==> src/core/kwu_cfg.svh <==
// register offsets, field positions, reset values and timing for the key wake unit
`ifndef KWU_CFG_SVH
`define KWU_CFG_SVH
`define KWU_OFS_KEY_WAKE_CONTROL   12'hFC4
`define KWU_OFS_SYSTEM_CONTROL_ONE 12'hFC8
`define KWU_OFS_PORT_PULLUP        12'hFCC
`define KWU_OFS_STATUS             12'hFD0
`define KWU_RST_KEY_WAKE_CONTROL   8'h00
`define KWU_RST_SYSTEM_CONTROL_ONE 8'h00
`define KWU_RST_PORT_PULLUP        8'h00
`define KWU_SC1_RELM_BIT           5
`define KWU_SC1_STOP_BIT           7
`define KWU_HOLD_TIME_NS           1000
`define KWU_CLK_PERIOD_NS          50
`define KWU_HOLD_CYCLES ((`KWU_HOLD_TIME_NS + `KWU_CLK_PERIOD_NS - 1) / `KWU_CLK_PERIOD_NS)
`endif

==> src/core/kwu_pkg.sv <==
// types of the key wake unit
package kwu_pkg;
    typedef enum logic [2:0] {
        KWU_RUN     = 3'b001,
        KWU_STOPPED = 3'b010,
        KWU_WAKE    = 3'b100
    } kwu_state_t;
endpackage

==> src/core/kwu_key_filter.sv <==
// one key input: enable, level select and minimum hold filter
`include "kwu_cfg.svh"
module kwu_key_filter #(
    parameter int HOLD_CYCLES = `KWU_HOLD_CYCLES
) (
    // clock and reset
    input  wire logic core_clk,
    input  wire logic resetn,
    // key input and its control
    input  wire logic wake_key_input,
    input  wire logic wake_input_enable,
    input  wire logic release_level,
    // results
    output logic      at_level,
    output logic      held
);
    typedef struct packed {
        logic [7:0] count;
        logic       held;
    } kwu_kf_t;

    kwu_kf_t st;
    kwu_kf_t next_st;

    // RULE3: enable gates input
    // RULE4: level selects polarity
    assign at_level = wake_input_enable && (wake_key_input == release_level);
    // RULE3: held dies with enable
    // registered flag alone would count one cycle after disable or level change
    assign held     = st.held && at_level;

    always_comb begin
        next_st = st;
        // RULE10: hold time filter
        if (!at_level) begin
            next_st.count = 8'h00;
            next_st.held  = 1'b0;
        end else if (st.count < 8'(HOLD_CYCLES - 1)) begin
            next_st.count = st.count + 8'h01;
        end else begin
            next_st.held = 1'b1;
        end
    end

    always_ff @(posedge core_clk or negedge resetn) begin
        if (!resetn) begin
            st <= '0;
        end else begin
            st <= next_st;
        end
    end

    // RULE10 no early release
    property p_held_needs_hold;
        @(posedge core_clk) disable iff (!resetn)
        $rose(held) |-> $past(at_level, HOLD_CYCLES);
    endproperty
    a_held_needs_hold : assert property (p_held_needs_hold) // RULE10
        else $error("key release seen before the hold time");

    // RULE10 no late release
    property p_held_after_hold;
        @(posedge core_clk) disable iff (!resetn)
        (at_level && st.count == 8'(HOLD_CYCLES - 1)) |=> (held || !at_level);
    endproperty
    a_held_after_hold : assert property (p_held_after_hold) // RULE10
        else $error("key level held long enough but no release seen");
endmodule

==> src/core/kwu_key_wake_unit.sv <==
// key wake unit: apb registers, release request and stop control
//
// Chosen here: register access over APB.
`include "kwu_cfg.svh"
// Overview of operation
// RULE1: leave stop when stop pin or any enabled key shows release
// RULE2: after reset only the stop pin releases; key bits cleared
// RULE3: a key input counts only while its enable bit is one
// RULE4: level bit zero releases on low, one releases on high
// RULE5: the stop pin has no disable and always releases
// RULE6: software enables a key before choosing its level
// RULE7: key control register at 0xFC4, four enable/level pairs, reset zero
// RULE8: software sets level release mode then the stop bit
// RULE9: software must not combine edge release mode with key wakeup
// RULE10: key release needs the level held at least 1 us
// RULE11: the stop pin stays low while waiting for a key release
// RULE12: stop requested with a source already released is skipped
// RULE13: key pull-up connects only when its pull-up bit is one
// RULE14: release request is OR of stop pin and matching keys
module kwu_key_wake_unit
    import kwu_pkg::*;
#(
    parameter int NUM_KEYS = 4
) (
    // clock and reset
    input  wire logic                core_clk,
    input  wire logic                resetn,
    // apb slave
    input  wire logic                psel,
    input  wire logic                penable,
    input  wire logic                pwrite,
    input  wire logic [11:0]         paddr,
    input  wire logic [31:0]         pwdata,
    output logic                     pready,
    output logic                     pslverr,
    output logic [31:0]              prdata,
    // pins
    input  wire logic                stop_pin,
    input  wire logic [NUM_KEYS-1:0] wake_key_input,
    output logic [NUM_KEYS-1:0]      key_pullup_enable,
    // power control
    output logic                     stop_mode,
    output logic                     stop_skipped
);
    typedef struct packed {
        logic [7:0]  key_wake_control;
        logic [7:0]  system_control_one;
        logic [7:0]  port_pullup_control;
        kwu_state_t  state;
        logic        stop_mode;
        logic        skipped;
        logic [31:0] prdata;
    } kwu_regs_t;

    kwu_regs_t st;
    kwu_regs_t next_st;

    logic [NUM_KEYS-1:0] key_at_level;
    logic [NUM_KEYS-1:0] key_held;
    logic                level_now;
    logic                release_held;
    logic                acc;
    logic                mapped;

    for (genvar k = 0; k < NUM_KEYS; k++) begin : g_key
        kwu_key_filter u_filter (
            .core_clk          (core_clk),
            .resetn            (resetn),
            .wake_key_input    (wake_key_input[k]),
            .wake_input_enable (st.key_wake_control[2*k]),
            .release_level     (st.key_wake_control[2*k+1]),
            .at_level          (key_at_level[k]),
            .held              (key_held[k])
        );
    end

    // RULE5: stop pin always counts
    // RULE14: single release request
    assign level_now    = stop_pin || (|key_at_level);
    assign release_held = stop_pin || (|key_held);

    assign acc     = psel && penable;
    assign mapped  = (paddr == `KWU_OFS_KEY_WAKE_CONTROL) ||
                     (paddr == `KWU_OFS_SYSTEM_CONTROL_ONE) ||
                     (paddr == `KWU_OFS_PORT_PULLUP) ||
                     (paddr == `KWU_OFS_STATUS);
    assign pready  = 1'b1;
    assign pslverr = acc && !mapped;
    assign prdata  = st.prdata;

    // RULE13: pull-up only when bit set
    assign key_pullup_enable = st.port_pullup_control[NUM_KEYS-1:0];
    assign stop_mode    = st.stop_mode;
    assign stop_skipped = st.skipped;

    always_comb begin
        next_st        = st;
        next_st.prdata = 32'h0000_0000;
        if (psel && !penable && !pwrite) begin
            case (paddr)
                `KWU_OFS_KEY_WAKE_CONTROL:   next_st.prdata = {24'h0, st.key_wake_control};
                `KWU_OFS_SYSTEM_CONTROL_ONE: next_st.prdata = {24'h0, st.system_control_one};
                `KWU_OFS_PORT_PULLUP:        next_st.prdata = {24'h0, st.port_pullup_control};
                `KWU_OFS_STATUS:             next_st.prdata = {30'h0, st.skipped, st.stop_mode};
                default:                     next_st.prdata = 32'h0000_0000;
            endcase
        end else if (acc && !pwrite) begin
            next_st.prdata = st.prdata;
        end
        // RULE7: register writes
        if (acc && pwrite) begin
            case (paddr)
                `KWU_OFS_KEY_WAKE_CONTROL:   next_st.key_wake_control    = pwdata[7:0];
                `KWU_OFS_SYSTEM_CONTROL_ONE: next_st.system_control_one  = pwdata[7:0];
                `KWU_OFS_PORT_PULLUP:        next_st.port_pullup_control = pwdata[7:0];
                default: ;
            endcase
        end
        case (st.state)
            KWU_RUN: begin
                if (st.system_control_one[`KWU_SC1_STOP_BIT]) begin
                    next_st.system_control_one[`KWU_SC1_STOP_BIT] = 1'b0;
                    // RULE12: already released, skip stop
                    if (level_now) begin
                        next_st.skipped = 1'b1;
                    end else begin
                        next_st.skipped   = 1'b0;
                        next_st.stop_mode = 1'b1;
                        next_st.state     = KWU_STOPPED;
                    end
                end
            end
            KWU_STOPPED: begin
                // RULE1: release ends stop
                if (release_held) begin
                    next_st.state = KWU_WAKE;
                end
            end
            KWU_WAKE: begin
                next_st.stop_mode = 1'b0;
                next_st.state     = KWU_RUN;
            end
            default: begin
                next_st.state     = KWU_RUN;
                next_st.stop_mode = 1'b0;
            end
        endcase
    end

    // RULE2: all control bits clear at reset
    always_ff @(posedge core_clk or negedge resetn) begin
        if (!resetn) begin
            st.key_wake_control    <= `KWU_RST_KEY_WAKE_CONTROL;
            st.system_control_one  <= `KWU_RST_SYSTEM_CONTROL_ONE;
            st.port_pullup_control <= `KWU_RST_PORT_PULLUP;
            st.state               <= KWU_RUN;
            st.stop_mode           <= 1'b0;
            st.skipped             <= 1'b0;
            st.prdata              <= 32'h0000_0000;
        end else begin
            st <= next_st;
        end
    end

    property p_skip_when_released;
        @(posedge core_clk) disable iff (!resetn)
        (st.state == KWU_RUN && st.system_control_one[`KWU_SC1_STOP_BIT] && level_now)
            |=> !stop_mode && stop_skipped;
    endproperty
    a_skip_when_released : assert property (p_skip_when_released) // RULE12
        else $error("stop entered although a source was at release level");

    property p_pin_wakes;
        @(posedge core_clk) disable iff (!resetn)
        (stop_mode && stop_pin) |-> ##[1:2] !stop_mode;
    endproperty
    a_pin_wakes : assert property (p_pin_wakes) // RULE5
        else $error("stop pin high did not end stop");

    property p_no_wake_without_release;
        @(posedge core_clk) disable iff (!resetn)
        (st.state == KWU_STOPPED && !release_held) |=> st.state == KWU_STOPPED;
    endproperty
    a_no_wake_without_release : assert property (p_no_wake_without_release) // RULE1
        else $error("stop left without a release source");

    property p_disabled_ignored;
        @(posedge core_clk) disable iff (!resetn)
        (st.key_wake_control == 8'h00) |-> (release_held == stop_pin);
    endproperty
    a_disabled_ignored : assert property (p_disabled_ignored) // RULE3
        else $error("disabled key input counted as release");

    property p_level_match;
        @(posedge core_clk) disable iff (!resetn)
        key_at_level[0] |-> wake_key_input[0] == st.key_wake_control[1]
                            && st.key_wake_control[0];
    endproperty
    a_level_match : assert property (p_level_match) // RULE4
        else $error("key level match wrong");

    property p_pullup;
        @(posedge core_clk) disable iff (!resetn)
        $rose(st.port_pullup_control[0]) |-> key_pullup_enable[0];
    endproperty
    a_pullup : assert property (p_pullup) // RULE13
        else $error("pull-up not following its bit");

    property p_write_ctrl;
        @(posedge core_clk) disable iff (!resetn)
        (acc && pwrite && paddr == `KWU_OFS_KEY_WAKE_CONTROL)
            |=> st.key_wake_control == $past(pwdata[7:0]);
    endproperty
    a_write_ctrl : assert property (p_write_ctrl) // RULE7
        else $error("key control write lost");

    property p_request_or;
        @(posedge core_clk) disable iff (!resetn)
        (st.state == KWU_STOPPED && (|key_held)) |=> st.state == KWU_WAKE;
    endproperty
    a_request_or : assert property (p_request_or) // RULE14
        else $error("release request is not the or of sources");
endmodule

==> config.mk <==
export PLATFORM = sky130hd
export DESIGN_NAME = kwu_key_wake_unit
export DESIGN_NICKNAME = d
export VERILOG_FILES = /design/src/core/kwu_pkg.sv /design/src/core/kwu_key_filter.sv /design/src/core/kwu_key_wake_unit.sv
export VERILOG_INCLUDE_DIRS = /design/src /design/src/core
export SDC_FILE = /design/constraint.sdc
export NUM_CORES = 1
export LEC_CHECK = 0
export BUFFER_PORTS_ARGS = -buffer_cell sky130_fd_sc_hd__buf_2
export CORE_AREA = 2 2 113 115
export DETAILED_ROUTE_END_ITERATION = 10
export DIE_AREA = 0 0 115 117
export GPL_TIMING_DRIVEN = 1
export PLACE_DENSITY_LB_ADDON = 0.15
export RECOVER_POWER = 100
export SETUP_SLACK_MARGIN = 0.05
export SYNTH_ARGS = -nofsm -noshare
export SYNTH_HDL_FRONTEND = slang
export SYNTH_SLANG_ARGS = --single-unit
==> constraint.sdc <==
create_clock -name core_clk -period 1.9 [get_ports core_clk]
set_input_delay 0.38 -clock core_clk [delete_from_list [all_inputs] [get_ports core_clk]]
set_output_delay 0.38 -clock core_clk [all_outputs]
set_load 0.1 [all_outputs]
==> summary.md <==
| Metric | Value |
|---|---|
| Outcome | finished clean |
| Final Hold Viols | 0 |
| Worst-path cell chain | buf_2 > or2_0 > or4b_1 > or2_0 > clkbuf_2 > mux2_1 |
| CTS Buf Count | 9 |
| CP Launch Type | primary input |
| Synth warn | 0 |
| Top_reg_cell synth | dfrtp_1 |
| Leakage power | 2.19 nW |
| Filler cells | 1,266 |
| GRT Util Overall | 11.8% |
| Fin util | 35.2% |
| Commonest non-fill, non-tap cell in the layout | dfrtp_1 |
| Max FO, Critical Path | 8 |
| Tightest Pin Transition | 1010 ps |
| Placed insts | 533 |
| Root buffer cell | clkbuf_16 |
| Post-synth cell types | 48 |
| Hold Path Origin | pwdata[2] |
| Async S/R FF share, synth | 100% |
| Worst hold slack | 304 ps |
| P&R area growth vs syn | 21.2% |
| Post-Route WL | 7.30 mm |
| RSZ-0062 raised after global routing | no |
| Initial Util | 29.1% |
| Non-filler cells, final | 551 |
| Reg2reg start | g_key[1].u_filter.st[1] |
| Yosys reg bits | 73 |
| Die ar. | 13,500 um2 |
| Largest net degree at the start of global routing | 74 |
| Area occupied by multi-input gates | 1520 um2 |
| Worst-path clk slew | 60 ps |
| Max Freq | 565 MHz |
| Fin nets | 454 |
| RePlAce Congestion | 0.732 |
| Gate Count Post-Synth | 324 |
| Kind of end point of the critical path | flop |
| VDD IR max | 0.415 mV |
| Core area | 12,300 um2 |
| DIE WIDTH | 115 um |
| Reported max-cap violation count | 0 |
| PortBufs | 44 |
| Pwr Density | 888 nW/um2 |
| Initial antenna violation count | 0 |
| Worst min path class | primary input to flop |
| Max clock buf depth | 2 |
| Minimum clock period | 1770 ps |
| DRT Pass-1 Iters | 4 |
| WL per Instance | 13.2 um |
| Register area share after synthesis | 51.1% |
| Hpwl dp | 5.36 mm |
| Number of flops mapped to enable cells by yosys | 0 |
| DRT iter0 DRCs | 77 |
| Final period util | 93.2% |
| Sequential cell area | 1830 um2 |
| Register-to-Register Path Depth | 5 |
| Vias | 2,496 |
| Ports | 94 |
| Hold Buf Count CTS | 0 |
| H-tree levels | 3 |
| Fin Clk Skew | 7.53 ps |
| Crit path top cell by count | or2_0 |
| Fraction of layout instances using a drive strength above 1 | 28.7% |
| Critical path startpoint | paddr[1] |
| Worst slew margin | 33.0% |
| Crit Path Class | primary input to flop |
| First-pass GRT wire length | 12.4 mm |
| Final Slew Violations | 0 |
| Worst setup path end | st[53] |
| Commonest non-fill, non-tap cells in the layout | dfrtp_1 (72), buf_2 (29), nor2_1 (27), conb_1 (25), buf_4 (24) |
| Power after layout | 0.00385 W |
| Vias per Instance | 4.53 |
| FF-to-FF End | g_key[1].u_filter.st[1] |
| Slowest CP cell | or4b_1 |
| Crit path required time | 2110 ps |
| Row count | 41 |
| CTS tree | built |
| Residual DRC | 0 |
| Reg2reg setup slack | 310 ps |
| Setup violators final | 0 |
| Cell Area, Synth | 3580 um2 |
| Total gr overflow | 0 |
| Worst-Skew Late Latency | 340 ps |
| Detail Route Antenna Nets | 0 |
| Vias in the first global route | 2,456 |
| Placed inst area | 4050 um2 |
| Mean cell area of the mapped netlist | 11.0 um2 |
| Finished layout cell area | 4340 um2 |
| Worst path max stage delay | 500 ps |
| Sink Count | 73 |
| DIE HEIGHT | 117 um |
| Ant diodes | 0 |
| WP data arrival | 1980 ps |
cell usage after synthesis (2+ instances only):
cell	instances	share of area, %
dfrtp_1	72	50
buf_4	37	7.8
nor2_1	27	2.8
nand2_1	23	2.4
mux2_2	19	6.0
and3_1	17	3.0
nand3_1	17	2.4
xor2_1	13	3.2
a21oi_1	10	1.4
mux2_4	8	3.4
o31ai_1	8	1.7
nand4_1	6	1.0
xnor2_1	5	1.2
a22oi_1	4	0.84
a41oi_1	4	0.98
ha_1	4	1.4
nand3b_1	4	0.84
nor3_1	4	0.56
o21ai_0	4	0.56
a31oi_1	2	0.35
clkbuf_1	2	0.21
conb_1	2	0.21
inv_1	2	0.21
mux2i_1	2	0.56
nand2b_1	2	0.35
nor2b_1	2	0.35
nor4_1	2	0.35
o21a_1	2	0.42
critical path, delay by kind of cell:
kind / cells / cell delay (ps)
AND/OR/NAND/NOR: 3 / 940
multiplexers: 1 / 350
buffers and inverters: 2 / 300
through the flow:
stage | TNS [ps] | worst slack [ps]
after floorplan | -622 | -67.2
after global routing | 0 | 55.3
after global placement | -1230 | -132
after detailed placement | -1340 | -144
after CTS | 0 | 69.4
final | 0 | 129
cell type report:
class,instances,share of cell area (%)
timing repair buffer,79,10.6
inverter,2,0.173
clock inverter,4,1.70
tap,150,4.33
clock buffer,12,6.15
sequential,73,42.2
multi-input combinational,231,34.9
power breakdown:
part | internal [W] | leakage, nW | switching [W] | total, W
Clock | 0.00126 | 0.169 | 0.000646 | 0.00190
Sequential | 0.00156 | 1.02 | 0.00000248 | 0.00156
Combinational | 0.0000629 | 1.01 | 0.000324 | 0.000387
metal layers:
metal  global-route usage (%)  share of wire, %  vias up
li1                         -                 -     1242
met1                     15.3                46     1188
met2                     19.1                48       55
met3                     2.52               3.8       11
met4                     5.54               2.0        0
met5                        0                 0        -
how the worst min path moves through the flow:
| stage | to | slack, ps | cells after the start |
|---|---|---|---|
| 2_1_floorplan | g_key[0].u_filter.st[0] | 80 | 0 |
| 3_3_place_gp | st[48] | 450 | 2 |
| 3_5_place_dp | prdata[2] | 450 | 2 |
| 4_1_cts | prdata[2] | 90 | 2 |
| 5_1_grt | key_pullup_enable[2] | 310 | 2 |
| 6_report | st[55] | 300 | 2 |
logic make-up (layout without fill, tap and decap cells):
logic type / count (synthesis) / count (layout) / share of synthesized area (%)
XOR/XNOR: 18 / 18 / 4.41
multiplexers: 29 / 29 / 9.90
AO/OA/AOI/OAI: 40 / 40 / 7.73
flip-flops: 73 / 73 / 51.1
buffers and inverters: 43 / 97 / 8.64
adder cells (fa/ha/maj): 4 / 4 / 1.40
AND/OR/NAND/NOR: 115 / 115 / 16.6
other: 2 / 25 / 0.210
registers in the layout, indices dropped and copies added (netlist names):
register           flops
stop_mode              1
st                    23
g_key.u_filter.st     36
prdata                 8
key_pullup_enable      4
stop_skipped           1
timing repair:
action / in CTS / in global routing
pin swaps: 0 / 0
endpoints found under the setup margin: 1 / 1
setup buffers: 0 / 2
resized for setup: 1 / 2
Note: power is estimated with default switching activity, not from simulation.
